`src/rtl/i2c_status_defs.svh`:
```
// Register offsets, field positions, reset values and timing constants.
`ifndef I2C_STATUS_DEFS_SVH
`define I2C_STATUS_DEFS_SVH

// ==========================================================================
// Register byte offsets on the APB port.
`define CMD_OFS            12'h000
`define BUS_STATUS_OFS     12'h004
`define INT_EN_SET_OFS     12'h008
`define INT_EN_CLR_OFS     12'h00c
`define LIMIT_OFS          12'h010

// ==========================================================================
// Field positions shared by the status and interrupt enable registers.
`define MST_PEND_BIT       0
`define MST_STATE_LSB      1
`define MST_STATE_MSB      3
`define SLV_PEND_BIT       8
`define SLV_STATE_LSB      9
`define SLV_STATE_MSB      10
`define SLV_SEL_BIT        14
`define SLV_DESEL_BIT      15
`define EVT_TO_BIT         24
`define SCL_TO_BIT         25

// Interrupt-capable status bits; everything else in the enable reads zero.
`define INT_EN_MASK        32'h0300_8101

// ==========================================================================
// Command register bit positions (write-one pulses).
`define CMD_MST_CONT_BIT   0
`define CMD_MST_START_BIT  1
`define CMD_MST_STOP_BIT   2
`define CMD_SLV_CONT_BIT   8
`define CMD_SLV_REFUSE_BIT 9

// ==========================================================================
// Reset values and time-out tick.
`define LIMIT_RESET        16'hffff
`define MST_PEND_RESET     1'b1
`define TICK_DIV_LAST      4'hf

// Master and slave state codes as seen by software.
`define MST_CODE_IDLE      3'h0
`define MST_CODE_RX        3'h1
`define MST_CODE_TX        3'h2
`define MST_CODE_ADDR_NAK  3'h3
`define MST_CODE_DATA_NAK  3'h4
`define SLV_CODE_ADDR      2'h0
`define SLV_CODE_RX        2'h1
`define SLV_CODE_TX        2'h2

`endif

```
`src/rtl/i2c_status_pkg.sv`:
```
// Types shared by the I2C state and time-out status block.
`default_nettype none

package i2c_status_pkg;

	// ======================================================================
	// APB request from the bus master.
	typedef struct packed {
		logic        psel;
		logic        penable;
		logic        pwrite;
		logic [11:0] paddr;
		logic [31:0] pwdata;
	} apb_req_type;

	// APB answer from this slave.
	typedef struct packed {
		logic        pready;
		logic        pslverr;
		logic [31:0] prdata;
	} apb_rsp_type;

	// ======================================================================
	// One-cycle event pulses from the master shifter.
	typedef struct packed {
		logic addr_ack_rd;
		logic addr_ack_wr;
		logic addr_nack;
		logic data_nack;
		logic byte_rx;
		logic byte_tx_ack;
		logic stopped;
	} mst_event_type;

	// One-cycle event pulses from the slave shifter.
	typedef struct packed {
		logic addr_match;
		logic byte_rx;
		logic tx_ready;
		logic master_nack;
		logic stopped;
	} slv_event_type;

	// One-cycle command pulses to the shifters.
	typedef struct packed {
		logic mst_continue;
		logic mst_start;
		logic mst_stop;
		logic slv_proceed;
		logic slv_refuse;
	} cmd_type;

	// ======================================================================
	// Master role state, Gray coded along idle, tx, rx.
	typedef enum logic [2:0] {
		MST_IDLE     = 3'b000,
		MST_TX       = 3'b001,
		MST_RX       = 3'b011,
		MST_ADDR_NAK = 3'b010,
		MST_DATA_NAK = 3'b110
	} mst_state_type;

	// Slave role state, Gray coded along address, rx, tx.
	typedef enum logic [1:0] {
		SLV_ADDR = 2'b00,
		SLV_RX   = 2'b01,
		SLV_TX   = 2'b11
	} slv_state_type;

endpackage

`default_nettype wire

```
`src/rtl/i2c_status.sv`:
```
// I2C role state reporting, bus time-out detection and status registers.
//
// Functional notes
// - Event gap beyond limit sets event time-out.
// - Start, stop and clock edges restart gap.
// - No event time-out while bus idle.
// - Clock low beyond limit sets clock time-out.
// - Time-out flags reset zero, write-one clears.
// - Master idle reads 0, no DMA.
// - Master receive ready reads 1, DMA.
// - Master transmit ready reads 2, DMA.
// - Address refusal 3, data refusal 4, no DMA.
// - Slave address matched reads 0, no DMA.
// - Slave receive ready reads 1, DMA.
// - Slave transmit reads 2; master refusal deselects.
// - Deselect flag on selected falling, write-one clears.
// - Flags interrupt only when enabled.
`include "i2c_status_defs.svh"
`default_nettype none

module i2c_status (
	// Clock and reset.
	input  wire logic                        clk,
	input  wire logic                        rst_n,
	// APB register port.
	input  wire i2c_status_pkg::apb_req_type apb_req,
	output logic                             pready,
	output logic                             pslverr,
	output logic [31:0]                      prdata,
	// I2C bus lines, observed only.
	input  wire logic                        scl_in,
	input  wire logic                        sda_in,
	// Shifter events and commands.
	input  wire i2c_status_pkg::mst_event_type mst_event,
	input  wire i2c_status_pkg::slv_event_type slv_event,
	output i2c_status_pkg::cmd_type          cmd,
	// DMA permission and interrupt.
	output logic                             mst_dma_ok,
	output logic                             slv_dma_ok,
	output logic                             irq
);
	import i2c_status_pkg::*;

	// ======================================================================
	// Bus line synchronisers. Only the second stage is read by logic.
	logic [1:0] scl_sync_ff;
	logic [1:0] sda_sync_ff;
	logic       scl_prev_ff;
	logic       sda_prev_ff;

	always_ff @(posedge clk or negedge rst_n) begin
		if (!rst_n) begin
			scl_sync_ff <= 2'h3;
			sda_sync_ff <= 2'h3;
			scl_prev_ff <= 1'b1;
			sda_prev_ff <= 1'b1;
		end else begin
			scl_sync_ff <= {scl_sync_ff[0], scl_in};
			sda_sync_ff <= {sda_sync_ff[0], sda_in};
			scl_prev_ff <= scl_sync_ff[1];
			sda_prev_ff <= sda_sync_ff[1];
		end
	end

	logic scl_now;
	logic sda_now;
	logic scl_edge;
	logic start_seen;
	logic stop_seen;
	logic bus_event;

	// Start and stop are data edges while the clock line stays high.
	assign scl_now    = scl_sync_ff[1];
	assign sda_now    = sda_sync_ff[1];
	assign scl_edge   = scl_now ^ scl_prev_ff;
	assign start_seen = scl_now && scl_prev_ff && sda_prev_ff && !sda_now;
	assign stop_seen  = scl_now && scl_prev_ff && !sda_prev_ff && sda_now;
	assign bus_event  = scl_edge || start_seen || stop_seen;

	// Busy from a start until the next stop.
	logic bus_busy_ff;

	always_ff @(posedge clk or negedge rst_n) begin
		if (!rst_n) begin
			bus_busy_ff <= 1'b0;
		end else if (start_seen) begin
			bus_busy_ff <= 1'b1;
		end else if (stop_seen) begin
			bus_busy_ff <= 1'b0;
		end
	end

	// ======================================================================
	// Time-out tick: one enable pulse every sixteen clocks keeps the
	// counters at sixteen bits while still covering long stalls.
	logic [3:0] tick_div_ff;
	logic       tick;

	assign tick = (tick_div_ff == `TICK_DIV_LAST);

	always_ff @(posedge clk or negedge rst_n) begin
		if (!rst_n) begin
			tick_div_ff <= 4'h0;
		end else begin
			tick_div_ff <= tick_div_ff + 4'h1;
		end
	end

	// ======================================================================
	// APB decode. Zero wait states; unmapped addresses answer an error.
	logic        wr_en;
	logic        rd_en;
	logic        addr_ok;
	logic [11:0] addr;
	logic [31:0] wdata;

	assign addr    = apb_req.paddr;
	assign wdata   = apb_req.pwdata;
	assign addr_ok = (addr == `CMD_OFS) || (addr == `BUS_STATUS_OFS) ||
	                 (addr == `INT_EN_SET_OFS) ||
	                 (addr == `INT_EN_CLR_OFS) || (addr == `LIMIT_OFS);
	assign wr_en   = apb_req.psel && apb_req.penable && apb_req.pwrite;
	assign rd_en   = apb_req.psel && apb_req.penable && !apb_req.pwrite;
	assign pready  = 1'b1;
	assign pslverr = apb_req.psel && apb_req.penable && !addr_ok;

	logic stat_wr;
	logic cmd_wr;

	assign stat_wr = wr_en && (addr == `BUS_STATUS_OFS);
	assign cmd_wr  = wr_en && (addr == `CMD_OFS);

	// ======================================================================
	// Time-out limit, counted in ticks.
	logic [15:0] limit_ff;

	always_ff @(posedge clk or negedge rst_n) begin
		if (!rst_n) begin
			limit_ff <= `LIMIT_RESET;
		end else if (wr_en && (addr == `LIMIT_OFS)) begin
			limit_ff <= wdata[15:0];
		end
	end

	// Gap since the last bus event; cleared while idle so that a stale
	// count cannot fire on the first start.
	logic [15:0] evt_cnt_ff;
	logic [15:0] low_cnt_ff;

	always_ff @(posedge clk or negedge rst_n) begin
		if (!rst_n) begin
			evt_cnt_ff <= 16'h0000;
		end else if (bus_event || !bus_busy_ff) begin
			evt_cnt_ff <= 16'h0000;
		end else if (tick && (evt_cnt_ff != 16'hffff)) begin
			evt_cnt_ff <= evt_cnt_ff + 16'h0001;
		end
	end

	// Clock-low time, restarted whenever the clock line is high.
	always_ff @(posedge clk or negedge rst_n) begin
		if (!rst_n) begin
			low_cnt_ff <= 16'h0000;
		end else if (scl_now) begin
			low_cnt_ff <= 16'h0000;
		end else if (tick && (low_cnt_ff != 16'hffff)) begin
			low_cnt_ff <= low_cnt_ff + 16'h0001;
		end
	end

	logic evt_over;
	logic low_over;

	assign evt_over = bus_busy_ff && (evt_cnt_ff > limit_ff);
	assign low_over = !scl_now && (low_cnt_ff > limit_ff);

	// Sticky time-out flags; a new time-out beats a clear in the
	// same cycle.
	logic evt_to_ff;
	logic scl_to_ff;

	always_ff @(posedge clk or negedge rst_n) begin
		if (!rst_n) begin
			evt_to_ff <= 1'b0;
			scl_to_ff <= 1'b0;
		end else begin
			evt_to_ff <= evt_over ||
			             (evt_to_ff && !(stat_wr && wdata[`EVT_TO_BIT]));
			scl_to_ff <= low_over ||
			             (scl_to_ff && !(stat_wr && wdata[`SCL_TO_BIT]));
		end
	end

	// ======================================================================
	// Command pulses, one cycle after the write is taken.
	cmd_type cmd_ff;

	always_ff @(posedge clk or negedge rst_n) begin
		if (!rst_n) begin
			cmd_ff <= '0;
		end else begin
			cmd_ff.mst_continue <= cmd_wr && wdata[`CMD_MST_CONT_BIT];
			cmd_ff.mst_start    <= cmd_wr && wdata[`CMD_MST_START_BIT];
			cmd_ff.mst_stop     <= cmd_wr && wdata[`CMD_MST_STOP_BIT];
			cmd_ff.slv_proceed  <= cmd_wr && wdata[`CMD_SLV_CONT_BIT];
			cmd_ff.slv_refuse   <= cmd_wr && wdata[`CMD_SLV_REFUSE_BIT];
		end
	end

	assign cmd = cmd_ff;

	logic mst_cmd_any;
	logic slv_cmd_any;

	assign mst_cmd_any = cmd_wr && (wdata[`CMD_MST_CONT_BIT] ||
	                     wdata[`CMD_MST_START_BIT] || wdata[`CMD_MST_STOP_BIT]);
	assign slv_cmd_any = cmd_wr && (wdata[`CMD_SLV_CONT_BIT] ||
	                     wdata[`CMD_SLV_REFUSE_BIT]);

	// ======================================================================
	// Master role state, following the shifter's reports.
	mst_state_type mst_state_ff;

	always_ff @(posedge clk or negedge rst_n) begin
		if (!rst_n) begin
			mst_state_ff <= MST_IDLE;
		end else begin
			case (1'b1)
				mst_event.stopped:     mst_state_ff <= MST_IDLE;
				mst_event.addr_nack:   mst_state_ff <= MST_ADDR_NAK;
				mst_event.data_nack:   mst_state_ff <= MST_DATA_NAK;
				mst_event.addr_ack_rd: mst_state_ff <= MST_RX;
				mst_event.byte_rx:     mst_state_ff <= MST_RX;
				mst_event.addr_ack_wr: mst_state_ff <= MST_TX;
				mst_event.byte_tx_ack: mst_state_ff <= MST_TX;
				default:               mst_state_ff <= mst_state_ff;
			endcase
		end
	end

	// Pending: the master waits for software. Idle counts as pending, so
	// software masks it when no master work is queued.
	logic mst_pend_ff;

	always_ff @(posedge clk or negedge rst_n) begin
		if (!rst_n) begin
			mst_pend_ff <= `MST_PEND_RESET;
		end else if (|mst_event) begin
			mst_pend_ff <= 1'b1;
		end else if (mst_cmd_any) begin
			mst_pend_ff <= 1'b0;
		end
	end

	logic [2:0] mst_code;

	always_comb begin
		mst_code   = `MST_CODE_IDLE;
		mst_dma_ok = 1'b0;
		case (mst_state_ff)
			MST_RX: begin
				mst_code   = `MST_CODE_RX;
				mst_dma_ok = mst_pend_ff;
			end
			MST_TX: begin
				mst_code   = `MST_CODE_TX;
				mst_dma_ok = mst_pend_ff;
			end
			MST_ADDR_NAK: mst_code = `MST_CODE_ADDR_NAK;
			MST_DATA_NAK: mst_code = `MST_CODE_DATA_NAK;
			default:      mst_code = `MST_CODE_IDLE;
		endcase
	end

	// ======================================================================
	// Slave role state and selection.
	slv_state_type slv_state_ff;

	always_ff @(posedge clk or negedge rst_n) begin
		if (!rst_n) begin
			slv_state_ff <= SLV_ADDR;
		end else if (slv_event.addr_match) begin
			slv_state_ff <= SLV_ADDR;
		end else if (slv_event.byte_rx) begin
			slv_state_ff <= SLV_RX;
		end else if (slv_event.tx_ready) begin
			slv_state_ff <= SLV_TX;
		end
	end

	// Selection ends on stop, on a refused address, or when the master
	// refuses a byte that this slave sent.
	logic slv_sel_ff;
	logic slv_drop;

	assign slv_drop = slv_event.stopped ||
	                  (slv_event.master_nack && slv_state_ff == SLV_TX) ||
	                  (cmd_wr && wdata[`CMD_SLV_REFUSE_BIT] &&
	                   slv_state_ff == SLV_ADDR);

	always_ff @(posedge clk or negedge rst_n) begin
		if (!rst_n) begin
			slv_sel_ff <= 1'b0;
		end else if (slv_event.addr_match) begin
			slv_sel_ff <= 1'b1;
		end else if (slv_drop) begin
			slv_sel_ff <= 1'b0;
		end
	end

	// Slave pending: waiting for software while selected.
	logic slv_pend_ff;

	always_ff @(posedge clk or negedge rst_n) begin
		if (!rst_n) begin
			slv_pend_ff <= 1'b0;
		end else if (slv_event.addr_match || slv_event.byte_rx ||
		             slv_event.tx_ready) begin
			slv_pend_ff <= 1'b1;
		end else if (slv_cmd_any || slv_drop) begin
			slv_pend_ff <= 1'b0;
		end
	end

	// Deselect flag: set on the falling selection, the set beating a
	// write-one clear in the same cycle.
	logic slv_sel_prev_ff;
	logic desel_ff;

	always_ff @(posedge clk or negedge rst_n) begin
		if (!rst_n) begin
			slv_sel_prev_ff <= 1'b0;
			desel_ff        <= 1'b0;
		end else begin
			slv_sel_prev_ff <= slv_sel_ff;
			desel_ff        <= (slv_sel_prev_ff && !slv_sel_ff) ||
			                   (desel_ff &&
			                    !(stat_wr && wdata[`SLV_DESEL_BIT]));
		end
	end

	logic [1:0] slv_code;

	always_comb begin
		slv_code   = `SLV_CODE_ADDR;
		slv_dma_ok = 1'b0;
		case (slv_state_ff)
			SLV_RX: begin
				slv_code   = `SLV_CODE_RX;
				slv_dma_ok = slv_pend_ff;
			end
			SLV_TX: begin
				slv_code   = `SLV_CODE_TX;
				slv_dma_ok = slv_pend_ff;
			end
			default: slv_code = `SLV_CODE_ADDR;
		endcase
	end

	// ======================================================================
	// Status word; reserved bits read zero, writes to them are ignored.
	logic [31:0] status;

	always_comb begin
		status                                      = 32'h0000_0000;
		status[`MST_PEND_BIT]                       = mst_pend_ff;
		status[`MST_STATE_MSB:`MST_STATE_LSB]       = mst_code;
		status[`SLV_PEND_BIT]                       = slv_pend_ff;
		status[`SLV_STATE_MSB:`SLV_STATE_LSB]       = slv_code;
		status[`SLV_SEL_BIT]                        = slv_sel_ff;
		status[`SLV_DESEL_BIT]                      = desel_ff;
		status[`EVT_TO_BIT]                         = evt_to_ff;
		status[`SCL_TO_BIT]                         = scl_to_ff;
	end

	// Interrupt enables: set and clear by writing ones.
	logic [31:0] int_en_ff;

	always_ff @(posedge clk or negedge rst_n) begin
		if (!rst_n) begin
			int_en_ff <= 32'h0000_0000;
		end else if (wr_en && (addr == `INT_EN_SET_OFS)) begin
			int_en_ff <= int_en_ff | (wdata & `INT_EN_MASK);
		end else if (wr_en && (addr == `INT_EN_CLR_OFS)) begin
			int_en_ff <= int_en_ff & ~wdata;
		end
	end

	// Level interrupt from any enabled status bit.
	assign irq = |(status & int_en_ff);

	// ======================================================================
	// Read mux from register state.
	always_comb begin
		prdata = 32'h0000_0000;
		if (!rd_en) begin
			prdata = 32'h0000_0000;
		end else if (addr == `BUS_STATUS_OFS) begin
			prdata = status;
		end else if (addr == `INT_EN_SET_OFS) begin
			prdata = int_en_ff;
		end else if (addr == `LIMIT_OFS) begin
			prdata = {16'h0000, limit_ff};
		end
	end

endmodule

`default_nettype wire

```
`config.mk`:
```
export PLATFORM = sky130hd
export DESIGN_NAME = i2c_status
export DESIGN_NICKNAME = d
export VERILOG_FILES = /design/src/rtl/i2c_status_pkg.sv /design/src/rtl/i2c_status.sv
export VERILOG_INCLUDE_DIRS = /design/src /design/src/rtl
export SDC_FILE = /design/constraint.sdc
export NUM_CORES = 1
export LEC_CHECK = 0
export ABC_AREA = 1
export BUFFER_PORTS_ARGS = -buffer_cell sky130_fd_sc_hd__buf_4
export CAP_MARGIN = 40
export CORE_UTILIZATION = 46
export CTS_BUF_LIST = sky130_fd_sc_hd__clkbuf_4 sky130_fd_sc_hd__clkbuf_8 sky130_fd_sc_hd__clkbuf_16
export CTS_CLUSTER_DIAMETER = 150
export DETAILED_ROUTE_END_ITERATION = 8
export GPL_TIMING_DRIVEN = 0
export PLACE_DENSITY = 0.67
export SYNTH_ARGS = -nofsm -noshare
export SYNTH_HDL_FRONTEND = slang
export SYNTH_SLANG_ARGS = --single-unit
```
`constraint.sdc`:
```
create_clock -name clk -period 4.9 [get_ports clk]
set_clock_uncertainty 0.15 [all_clocks]
set_input_delay 0.245 -clock clk [delete_from_list [all_inputs] [get_ports clk]]
set_output_delay 0.245 -clock clk [all_outputs]
set_load 0.02 [all_outputs]
```
Word level (Yosys, flattened, before mapping). Index checks and enable logic that the tools add are counted.

$add $sub $neg: 3. $mul: 0. Div/mod/pow operators: 0. $lt $le $gt $ge: 2. Eq/ne operators: 13. Shift operators: 0. Multiplexer cells: 32. Bitwise gates (word level): 5. Reductions and logical operators: 77.

Operator list (number): $mux W32 (5); $mux W16 (5); $logic_and A1 B1 Y1 (34); $add A16 B1 Y16 const B (2); $and A26 B32 Y32 (1); $and A32 B32 Y32 (1); $gt A16 B16 Y1 (2); $ne A16 B16 Y1 const B (2); $not A32 Y32 (1); $or A32 B26 Y32 (1); $reduce_or A32 Y1 (1); $eq A12 B4 Y1 const B (2); $mux W3 (7); $logic_or A1 B1 Y1 (18); $reduce_bool A2 Y1 (7); $eq A12 B3 Y1 const B (1); $eq A12 B5 Y1 const B (1); $logic_not A12 Y1 (1); $pmux W3 S4 (1); $logic_not A1 Y1 (10); $mux W1 (10); $reduce_bool A7 Y1 (1); $reduce_or A7 Y1 (1); $eq A3 B2 Y1 const B (2); other kinds (12) (15).

Flip-flop bits (word level): 108. Bits in latches: 0. Bits in writable memories: 0. ROM bits: 0. Bits of input ports: 63. Output and inout bits: 42. Word-level logic and storage cells: 156. Memories: 0.

Depth between registers and ports, before layout. Gate-level depths: netlist of the first run.

Depth after elaboration: 9. Gate-level depth with buffers: 13. Gate-level depth less buffers: 13.

Least setup slack after synthesis of the first run. OpenSTA, ideal clock, no wires.

Kind: input -> output. Start point: input port apb_req[43] (netlist bit). End point: output port prdata[0]. Arrival time: 1.417 ns. Data required time: 4.505 ns. Setup slack: 3.088 ns. Stages: 8. Path buffers: 1. Cells stage by stage: nor2_1 -> nand2_2 -> nor2_8 -> nand3_4 -> buf_6 -> o21ai_0 -> inv_1 -> a21oi_1.

Longest elaborated chain between the ends: 5. Elaborated cells between the ends (all ways): 7. Classes of those cells: 3 x eq/ne; 4 x mux.

RTL lines: from (decl) (RTL line i2c_status.sv:26) `input wire i2c_status_pkg::apb_req_type apb_req,`; $eq A12 B5 Y1 (no source line); $mux W16 (RTL line i2c_status.sv:402) `` end else if (addr == `LIMIT_OFS) begin ``; $mux W32 (RTL line i2c_status.sv:400) `` end else if (addr == `INT_EN_SET_OFS) begin ``; $mux W32 (*) (RTL line i2c_status.sv:398) `` end else if (addr == `BUS_STATUS_OFS) begin ``; $mux W32 (*) (RTL line i2c_status.sv:396) `if (!rd_en) begin`; to (decl) (RTL line i2c_status.sv:29) `output logic [31:0] prdata,`.

Every way passes the cells marked *; elsewhere a longest branch is shown, timed or not.

Worst setup path in the final report of the first run.
Start point: input port apb_req[33] (netlist bit). End point: output port prdata[15].

The elaborated chain is that of the path after synthesis.

==> key figures, run 1 <==
Synthesis
  • Syn Nets: 991
  • Asr flop ratio synth: 100%
  • Main flop type after synthesis: dfrtp_1
  • Yosys warns: 0
  • Synthesized area per cell: 7.51 µm²
  • Post-synth EDFFs: 0
  • Post-synthesis instance total: 892
  • Synth cell types: 47
  • Synth Register Bits: 108
  • Synthesized area: 6700 µm²
  • Sequential area share after synthesis: 40.8%

Placement
  • Area after DPL: 7750 µm²
  • GP Congestion: 0.872
  • Pre-CTS WS: 2.79 ns
  • Post-DP HPWL: 12,800 µm
  • Port bufs: 103
  • Dpl cells: 1,177

Clock tree
  • Clock Tree Buf Depth: 2
  • Setup Fix Bufs, Post-CTS: 0
  • CTS sink cnt: 108
  • Clk_lat worst skew: 0.37 ns
  • Clock Pin Slew Worst Setup and Hold Paths: 0.08 ns
  • TritonCTS buffer count: 9
  • H-tree lvl count: 3
  • Root buffer cell: clkbuf_16
  • TritonCTS clock tree: done

Die
  • CORE AREA: 14,000 µm²
  • Num rows: 43
  • Die Y: 123 µm
  • # IOs: 105
  • Die width: 123 µm
  • Initial Utilization: 47.7%
  • Die ar.: 15,000 µm²

GRT
  • First-pass GRT wire length: 28,200 µm
  • Largest net degree at the start of global routing: 63
  • Vias in the first global route: 5,812
  • Global route overflow: 0
  • Initial antenna violation count: 0
  • GRT Total Usage: 24.5%

Routing
  • Post-Route WL: 16,900 µm
  • Post-DRT Antenna Nets: 0
  • Detailed Routing Iterations Pass 1: 5
  • Remaining DRCs: 0
  • Per-cell routed wire length: 13.9 µm
  • Routed vias/inst: 5.01
  • Vias post-DR: 6,083
  • 1st-iter DRT viols: 348

Timing
  • RSZ-0062 raised after global routing: no
  • Final setup fails: 0
  • Count of final max-slew check failures: 0
  • Setup ws final: 2.77 ns
  • Max Clk Rate: 469 MHz
  • Tmin final: 2.13 ns
  • Setup_tns: 0 ns
  • Fin. Hold Viols: 0
  • Period utilisation layout: 43.6%
  • Final hold slack: 0.0106 ns
  • Rel. slew slack: 50.0%
  • Worst Max-Slew Pin Slew: 0.743 ns

Outcome
  • Outcome: complete, no violations

Cells and area
  • Commonest non-fill, non-tap cell in the layout: nand2_1
  • Util after Layout: 59.0%
  • Post-route cell area: 8280 µm²
  • Non-Filler Instances: 1,214
  • Nets: 1,128
  • Layout cells sized above 1: 20.1%
  • Most frequent cells in the layout: 221 x nand2_1, 152 x inv_1, 104 x buf_4, 85 x dfrtp_1
  • Area Growth Syn to Fin: 23.6%
  • # fillers: 1,339
  • Antenna cells: 0

Critical path
  • Startpoint Class: input pin
  • R2R Path End: low_cnt_ff[0]$_DFFE_PN0P_
  • Setup CP Type: in2out
  • RR Startpoint: low_cnt_ff[1]$_DFFE_PN0P_
  • Reg2Reg Depth: 7
  • CP required: 4.51 ns
  • Max FO, Critical Path: 10
  • Crit path capture type: primary output
  • Arrival time worst endpoint: 1.74 ns
  • Register-to-register setup slack: 2.83 ns

Worst hold path
  • Hold Crit Class: in2reg
  • Hold path cells: 4
  • Hold endpoint: int_en_ff[28]$_DFFE_PN0P_
  • Hold Crit Start: apb_req[28]

Pwr
  • PwrDens: 223 nW/µm²
  • VDD IR max: 0.184 mV
  • Leakage: 4.34 nW
  • Final Power: 1.85 mW

Run
  • Max cap viols: 0
-- cell usage after synthesis (all sizes together), types with 2 or more instances --
cell | n | share of area (%)
ha | 36 | 6.7
nand4 | 26 | 2.4
o21ai | 93 | 7.4
a21o | 2 | 0.22
a21oi | 33 | 2.5
inv | 157 | 8.9
or2 | 6 | 0.56
dfstp | 23 | 9.0
nor2 | 93 | 6.5
dfrtp | 85 | 32
a22o | 2 | 0.26
clkbuf | 5 | 0.28
xor2 | 12 | 1.6
buf | 14 | 1.9
xnor2 | 2 | 0.26
o21bai | 2 | 0.22
nand3 | 52 | 4.4
nor3 | 10 | 0.92
nand2 | 227 | 13
and2 | 3 | 0.28
-- registers in the layout, indices dropped and copies added (netlist names), 3 cells and up, named ones only --
name	cells
cmd	5
evt_cnt_ff	16
int_en_ff	27
tick_div_ff	4
low_cnt_ff	16
limit_ff	16
mst_state_ff	3
-- worst max-delay path, stage by stage --
cell,delay (ns)
buf_4,0.11
nor2_1,0.11
nand2_1,0.11
nor2_2,0.29
nand2_4,0.13
inv_2,0.10
buf_6,0.15
nand2_1,0.06
nand2_1,0.05
inv_1,0.03
a21oi_1,0.17
buf_4,0.17
-- logic make-up after synthesis --
kind of cell | Yosys count | share of synthesized area, %
xor+xnor | 14 | 1.83
other cells | 1 | 0.0560
fa+ha+maj | 36 | 6.73
buf+inv | 177 | 11.1
compound gates | 138 | 11.2
simple gates | 418 | 28.3
flops | 108 | 40.8
-- worst max-delay path by stage --
stage                                         start  slack [ns]  cells past startpoint                        end
final                                   apb_req[33]        2.77                     12                 prdata[15]
after global routing                    apb_req[46]        2.58                      8                  prdata[5]
after CTS                 low_cnt_ff[1]$_DFFE_PN0P_        2.77                      7  low_cnt_ff[0]$_DFFE_PN0P_
after detailed placement                apb_req[33]        2.79                      9                  prdata[7]
after global placement    low_cnt_ff[1]$_DFFE_PN0P_        2.81                      7  low_cnt_ff[0]$_DFFE_PN0P_
after floorplan                         apb_req[43]        3.09                      8                  prdata[0]
-- layer usage --
| layer | GRT usage, % | part of all wire (%) | vias up |
|---|---|---|---|
| li1 | - | - | 3100 |
| met1 | 33.6 | 47 | 2775 |
| met2 | 38.2 | 45 | 176 |
| met3 | 5.20 | 5.7 | 32 |
| met4 | 8.08 | 2.3 | 0 |
| met5 | 0 | 0 | - |
-- power breakdown --
group	switching [mW]	internal, mW
clock network	0.373	0.411
logic	0.0863	0.0700
registers	0.00777	0.902
total	0.467	1.38
-- final cells by class --
| type | instances | area [µm²] | share of cell area [%] |
|---|---|---|---|
| timing repair buffer | 126 | 1040 | 12.5 |
| clock inverter | 7 | 93.8 | 1.13 |
| clock buffer | 9 | 225 | 2.72 |
| tap | 180 | 225 | 2.72 |
| buffer | 19 | 144 | 1.74 |
| sequential | 108 | 2730 | 33.0 |
| multi-input combinational | 607 | 3220 | 38.9 |
| inverter | 158 | 599 | 7.24 |
-- repair_timing --
item,CTS,global route
endpoints found under the hold margin,74,0
gates resized for setup,0,0
hold buffers,21,0
Note: power is estimated with default switching activity, not from simulation.
==> run 2, diff against run 1 <==
==> constraint.sdc (replaced) <==
create_clock -name clk -period 2.1 [get_ports clk]
set_clock_uncertainty 0.15 [all_clocks]
set_input_delay 0.105 -clock clk [delete_from_list [all_inputs] [get_ports clk]]
set_output_delay 0.105 -clock clk [all_outputs]
set_load 0.02 [all_outputs]
==> run 2 against run 1 <==
Combinational power rose to 2.6 times the previous value. Sequential share of layout area down 1.2 points. Critical endpoint is now mst_state_ff[0]$_DFFE_PN0P_. Routed wire length up 2.6%. Via count up 2.1%. Cell count up 2.6%. Non-clock buffer count up 31. Total power up 140%. Sequential power up 130%. Global-route usage up 0.47 points.
==> key figures, run 2 (synthesis results as in run 1) <==
Outcome
  • Outcome: complete, no violations

Routing
  • Per-cell routed wire length: 13.9 µm
  • Remaining DRCs: 0
  • Post-DRT Antenna Nets: 0
  • 1st-iter DRT viols: 311
  • Routed vias/inst: 4.99
  • Post-Route WL: 17,400 µm
  • Detailed Routing Iterations Pass 1: 4
  • Vias post-DR: 6,210

Cells and area
  • # fillers: 1,288
  • Antenna cells: 0
  • Max reg flops: 27
  • Layout cells sized above 1: 19.7%
  • Post-route cell area: 8600 µm²
  • Most frequent cells in the layout: 221 x nand2_1, 151 x inv_1, 104 x buf_4, 85 x dfrtp_1
  • Nets: 1,159
  • Largest Register: int_en_ff
  • Commonest non-fill, non-tap cell in the layout: nand2_1
  • Area Growth Syn to Fin: 28.3%
  • Non-Filler Instances: 1,245
  • Util after Layout: 61.2%

Pwr
  • Flop pwr share: 48.6%
  • Switching share of power: 25.3%
  • Psw: 1.10 mW
  • Internal power: 3.26 mW
  • Gate power share: 9.4%
  • Leakage: 4.48 nW
  • Clock power share: 42.0%
  • Final Power: 4.37 mW
  • VDD IR max: 0.430 mV
  • PwrDens: 508 nW/µm²

Die
  • # IOs: 105
  • Die ar.: 15,000 µm²
  • Num rows: 43
  • Initial Utilization: 47.7%
  • Die Y: 123 µm
  • Die width: 123 µm
  • CORE AREA: 14,000 µm²

Run
  • Max cap viols: 0

Worst hold path
  • Hold Crit Class: in2reg

Timing
  • RSZ-0062 raised after global routing: no
  • Tmin final: 1.96 ns
  • Rel. slew slack: 63.5%
  • Count of final max-slew check failures: 0
  • Final setup fails: 0
  • Max Clk Rate: 510 MHz
  • Final hold slack: 0.0968 ns
  • Fin. Hold Viols: 0
  • Worst Max-Slew Pin Slew: 0.547 ns
  • Period utilisation layout: 93.4%
  • Setup_tns: 0 ns
  • Setup ws final: 0.139 ns

Clock tree
  • TritonCTS buffer count: 9
  • TritonCTS clock tree: done
  • H-tree lvl count: 3
  • Setup Fix Bufs, Post-CTS: 0
  • Clock Pin Slew Worst Setup and Hold Paths: 0.08 ns
  • Clk_lat worst skew: 0.37 ns
  • Root buffer cell: clkbuf_16
  • Clock Tree Buf Depth: 2
  • CTS sink cnt: 108

Critical path
  • RR Startpoint: low_cnt_ff[1]$_DFFE_PN0P_
  • Critical-path cell list: dlygate4sd3_1 -> buf_4 -> or2_2 -> nor2_1 -> nand2_1 -> o21ai_0 -> dlygate4sd3_1 -> inv_1
  • Startpoint Class: input pin
  • Critical path's most frequent cell: dlygate4sd3_1
  • Setup CP Type: in2reg
  • Register-to-register setup slack: 0.16 ns
  • R2R Path End: low_cnt_ff[15]$_DFFE_PN0P_
  • Crit path capture type: flop
  • Arrival time worst endpoint: 2.07 ns
  • CP max-delay cell: dlygate4sd3_1
  • Reg2Reg Depth: 9
  • Max FO, Critical Path: 3
  • CP Capture Point: mst_state_ff[0]$_DFFE_PN0P_
  • Worst stage delay on the critical path: 0.57 ns
  • CP required: 2.21 ns
  • Critical path origin: mst_event[0]

Placement
  • Post-DP HPWL: 12,800 µm
  • Dpl cells: 1,177
  • Port bufs: 103
  • Pre-CTS WS: -0.00322 ns
  • Area after DPL: 7750 µm²
  • GP Congestion: 0.872

GRT
  • GRT Total Usage: 24.9%
  • First-pass GRT wire length: 28,700 µm
  • Global route overflow: 0
  • Initial antenna violation count: 0
  • Largest net degree at the start of global routing: 63
  • Vias in the first global route: 5,919
## run 2: layer usage
metal | track usage (%) | vias up | part of all wire, %
met4 | 7.85 | 0 | 2.0
met1 | 33.8 | 2855 | 47
met3 | 5.11 | 26 | 4.8
li1 | - | 3170 | -
met5 | 0 | - | 0
met2 | 39.8 | 159 | 46
## run 2: worst max-delay path, delay by kind of cell
kind,cells,cell delay [ns]
simple gates,3,0.54
buf+inv,4,1.28
compound gates,1,0.15
## run 2: power groups by stage
stage | sequential, mW | clock [mW] | combinational, mW
final | 2.12 | 1.83 | 0.412
after floorplan | 2.15 | 0 | 0.139
after detailed placement | 2.16 | 0 | 0.337
after CTS | 2.12 | 1.88 | 0.412
after global routing | 2.13 | 1.96 | 0.454
after global placement | 2.16 | 0 | 0.320
## run 2: what timing repair did
| item | 4_1_cts | 5_1_grt |
|---|---|---|
| hold buffers | 52 | 0 |
| gates resized for setup | 1 | 3 |
| endpoints found under the setup margin | 1 | 2 |
| endpoints found under the hold margin | 161 | 0 |
## run 2: area by class of cell
type                            instances  area [µm²]  share of cell area, %
Tap cell                              180         225                   2.62
Clock buffer                            9         225                   2.62
Clock inverter                          7        93.8                   1.09
Inverter                              158         599                   6.97
Timing Repair Buffer                  157        1350                   15.7
Buffer                                 19         144                   1.67
Multi-Input combinational cell        607        3230                   37.5
Sequential cell                       108        2730                   31.8
## run 2: worst min-delay path by stage
stage / startpoint / end / slack [ns] / cells after the start
finish: apb_req[44] / flop / 0.1 / 5
detailed placement: rst_n / int_en_ff[30]$_DFFE_PN0P_ / -0.24 / 1
global placement: scl_in / scl_sync_ff[0]$_DFF_PN1_ / 0.06 / 1
CTS: apb_req[44] / flop / 0.06 / 5
floorplan: rst_n / async pin / -0.34 / 0
global route: apb_req[44] / flop / 0.11 / 5
==> run 3, diff against run 2 <==
--- a/config.mk
+++ b/config.mk
@@ -9,12 +9,14 @@
 export ABC_AREA = 1
 export BUFFER_PORTS_ARGS = -buffer_cell sky130_fd_sc_hd__buf_4
 export CAP_MARGIN = 40
-export CORE_UTILIZATION = 46
+export CELL_PAD_IN_SITES_DETAIL_PLACEMENT = 2
+export CELL_PAD_IN_SITES_GLOBAL_PLACEMENT = 2
+export CORE_UTILIZATION = 33
 export CTS_BUF_LIST = sky130_fd_sc_hd__clkbuf_4 sky130_fd_sc_hd__clkbuf_8 sky130_fd_sc_hd__clkbuf_16
 export CTS_CLUSTER_DIAMETER = 150
 export DETAILED_ROUTE_END_ITERATION = 8
 export GPL_TIMING_DRIVEN = 0
-export PLACE_DENSITY = 0.67
+export PLACE_DENSITY_LB_ADDON = 0.1
 export SYNTH_ARGS = -nofsm -noshare
 export SYNTH_HDL_FRONTEND = slang
 export SYNTH_SLANG_ARGS = --single-unit
==> run 3 against run 2 <==
Clock power about the same. Setup slack got worse by 0.025 ns. Sequential share of layout area shrank 0.29 points. Die area up 39%. Maximum frequency shrank 1.3%.
==> key figures, run 3 (synthesis results as in run 1) <==
Outcome
  • Outcome: complete, no violations

Die
  • CORE AREA: 19,700 µm²
  • Initial Utilization: 34.1%
  • Die ar.: 20,900 µm²
  • Die width: 144 µm
  • # IOs: 105
  • Num rows: 51
  • Die Y: 144 µm

GRT
  • Met2 Use GR: 41.8%
  • M1 GR Usage: 29.4%
  • GRT Total Usage: 23.4%
  • First-pass GRT wire length: 37,000 µm
  • Initial antenna violation count: 0
  • Most Crowded Layer GR: met2
  • Vias in the first global route: 7,124
  • Met3 global-route usage: 3.38%
  • Global route overflow: 0
  • Largest net degree at the start of global routing: 63

Placement
  • Area after DPL: 7830 µm²
  • Pre-CTS WS: -0.113 ns
  • Dpl cells: 1,261
  • Post-DP HPWL: 17,300 µm
  • Port bufs: 103
  • GP Congestion: 0.780

Pwr
  • Leakage: 4.45 nW
  • PwrDens: 501 nW/µm²
  • VDD IR max: 0.350 mV

Routing
  • Post-DRT Antenna Nets: 0
  • Detailed Routing Iterations Pass 1: 4
  • Vias post-DR: 6,532
  • 1st-iter DRT viols: 178
  • Post-Route WL: 22,900 µm
  • Per-cell routed wire length: 17.3 µm
  • Routed vias/inst: 4.92
  • Remaining DRCs: 0

Cells and area
  • Antenna cells: 0
  • # fillers: 2,336
  • Max reg flops: 27
  • Commonest non-fill, non-tap cell in the layout: nand2_1
  • Post-route cell area: 8680 µm²
  • Non-Filler Instances: 1,327
  • Most frequent cells in the layout: 221 x nand2_1, 152 x inv_1, 107 x buf_4, 84 x dfrtp_1, 72 x o21ai_0
  • Nets: 1,156
  • Area of the multi-input gates: 3270 µm²
  • Layout cells sized above 1: 20.4%
  • Area Growth Syn to Fin: 29.6%
  • Largest Register: int_en_ff
  • Register area: 2730 µm²

Timing
  • Count of final max-slew check failures: 0
  • Setup ws final: 0.114 ns
  • Tmin final: 1.99 ns
  • RSZ-0062 raised after global routing: yes
  • Worst Max-Slew Pin Slew: 0.544 ns
  • Fin. Hold Viols: 0
  • Max Clk Rate: 504 MHz
  • Period utilisation layout: 94.6%
  • Final setup fails: 0
  • Rel. slew slack: 63.7%

Critical path
  • Startpoint Class: flop
  • Crit path capture type: flop
  • R2R Path End: evt_to_ff$_DFF_PN0_
  • Max FO, Critical Path: 3
  • Arrival time worst endpoint: 2.08 ns
  • CP required: 2.19 ns
  • Reg2Reg Depth: 9
  • Setup CP Type: reg2reg
  • Register-to-register setup slack: 0.11 ns
  • RR Startpoint: limit_ff[13]$_DFFE_PN1P_

Worst hold path
  • Hold path cells: 5
  • Hold Crit Class: in2reg
  • Hold endpoint: mst_state_ff[0]$_DFFE_PN0P_
  • Hold Crit Start: mst_event[1]

Clock tree
  • TritonCTS buffer count: 9
  • TritonCTS clock tree: done
  • Clock Tree Buf Depth: 2
  • Root buffer cell: clkbuf_16
  • Clock Pin Slew Worst Setup and Hold Paths: 0.08 ns
  • Clk_lat worst skew: 0.36 ns
  • CTS sink cnt: 108
  • H-tree lvl count: 3

Run
  • Max cap viols: 0
[run 3: timing repair]
action	in CTS	in global routing
setup buffers	0	3
pin swaps	0	3
hold endpoints to repair	138	0
hold buffers	48	0
gates resized for setup	1	12
endpoints found under the setup margin	6	26
[run 3: critical path: stages, from the launching register on]
cell and delay, ns:
dfstp_2 0.53, inv_1 0.10, ha_1 0.34, nand2_1 0.08
nor2_2 0.16, nand2_1 0.07, nor2_1 0.12, a21boi_0 0.11
nand2_1 0.13, nand2_1 0.07
[run 3: where the power goes]
part	internal, mW	switching [mW]	leakage [nW]
Clock	0.963	0.835	0.151
Combinational	0.194	0.231	2.92
Sequential	2.10	0.0179	1.39
Total	3.26	1.08	4.45
[run 3: how the worst max path moves through the flow]
stage / endpoint / depth (start not counted) / slack, ns / start
floorplan: low_cnt_ff[0]$_DFFE_PN0P_ / 9 / 0.43 / low_cnt_ff[1]$_DFFE_PN0P_
global placement: low_cnt_ff[0]$_DFFE_PN0P_ / 7 / -0.06 / low_cnt_ff[1]$_DFFE_PN0P_
detailed placement: low_cnt_ff[0]$_DFFE_PN0P_ / 7 / -0.11 / low_cnt_ff[1]$_DFFE_PN0P_
CTS: evt_to_ff$_DFF_PN0_ / 9 / 0.01 / limit_ff[15]$_DFFE_PN1P_
global route: evt_to_ff$_DFF_PN0_ / 10 / -0.004 / limit_ff[10]$_DFFE_PN1P_
finish: evt_to_ff$_DFF_PN0_ / 9 / 0.11 / limit_ff[13]$_DFFE_PN1P_
[run 3: area by class of cell]
cell class / instances / share of cell area [%]
Tap cell: 265 / 3.82
Inverter: 158 / 6.91
Timing Repair Buffer: 154 / 15.0
Sequential cell: 108 / 31.5
Multi-Input combinational cell: 607 / 37.7
Clock buffer: 11 / 2.77
Clock inverter: 5 / 0.706
Buffer: 19 / 1.70
[run 3: routing by layer]
layer	vias to the layer above	routed length (µm)
met2	106	11500
met3	20	677
met5	-	0
li1	3155	-
met1	3251	10400
met4	0	280
[run 3: stage by stage]
stage / setup TNS [ns] / utilization [%] / total power [mW] / hold WS (ns)
CTS: 0 / 43.8 / 4.41 / 0.000828
detailed placement: -0.483 / 39.9 / 2.51 / -0.0642
finish: 0 / 44.2 / 4.34 / 0.00437
global placement: -0.224 / 39.7 / 2.50 / 0.0633
floorplan: 0 / - / 2.29 / -0.341
global route: -0.00428 / 44.2 / 4.51 / 0.0408
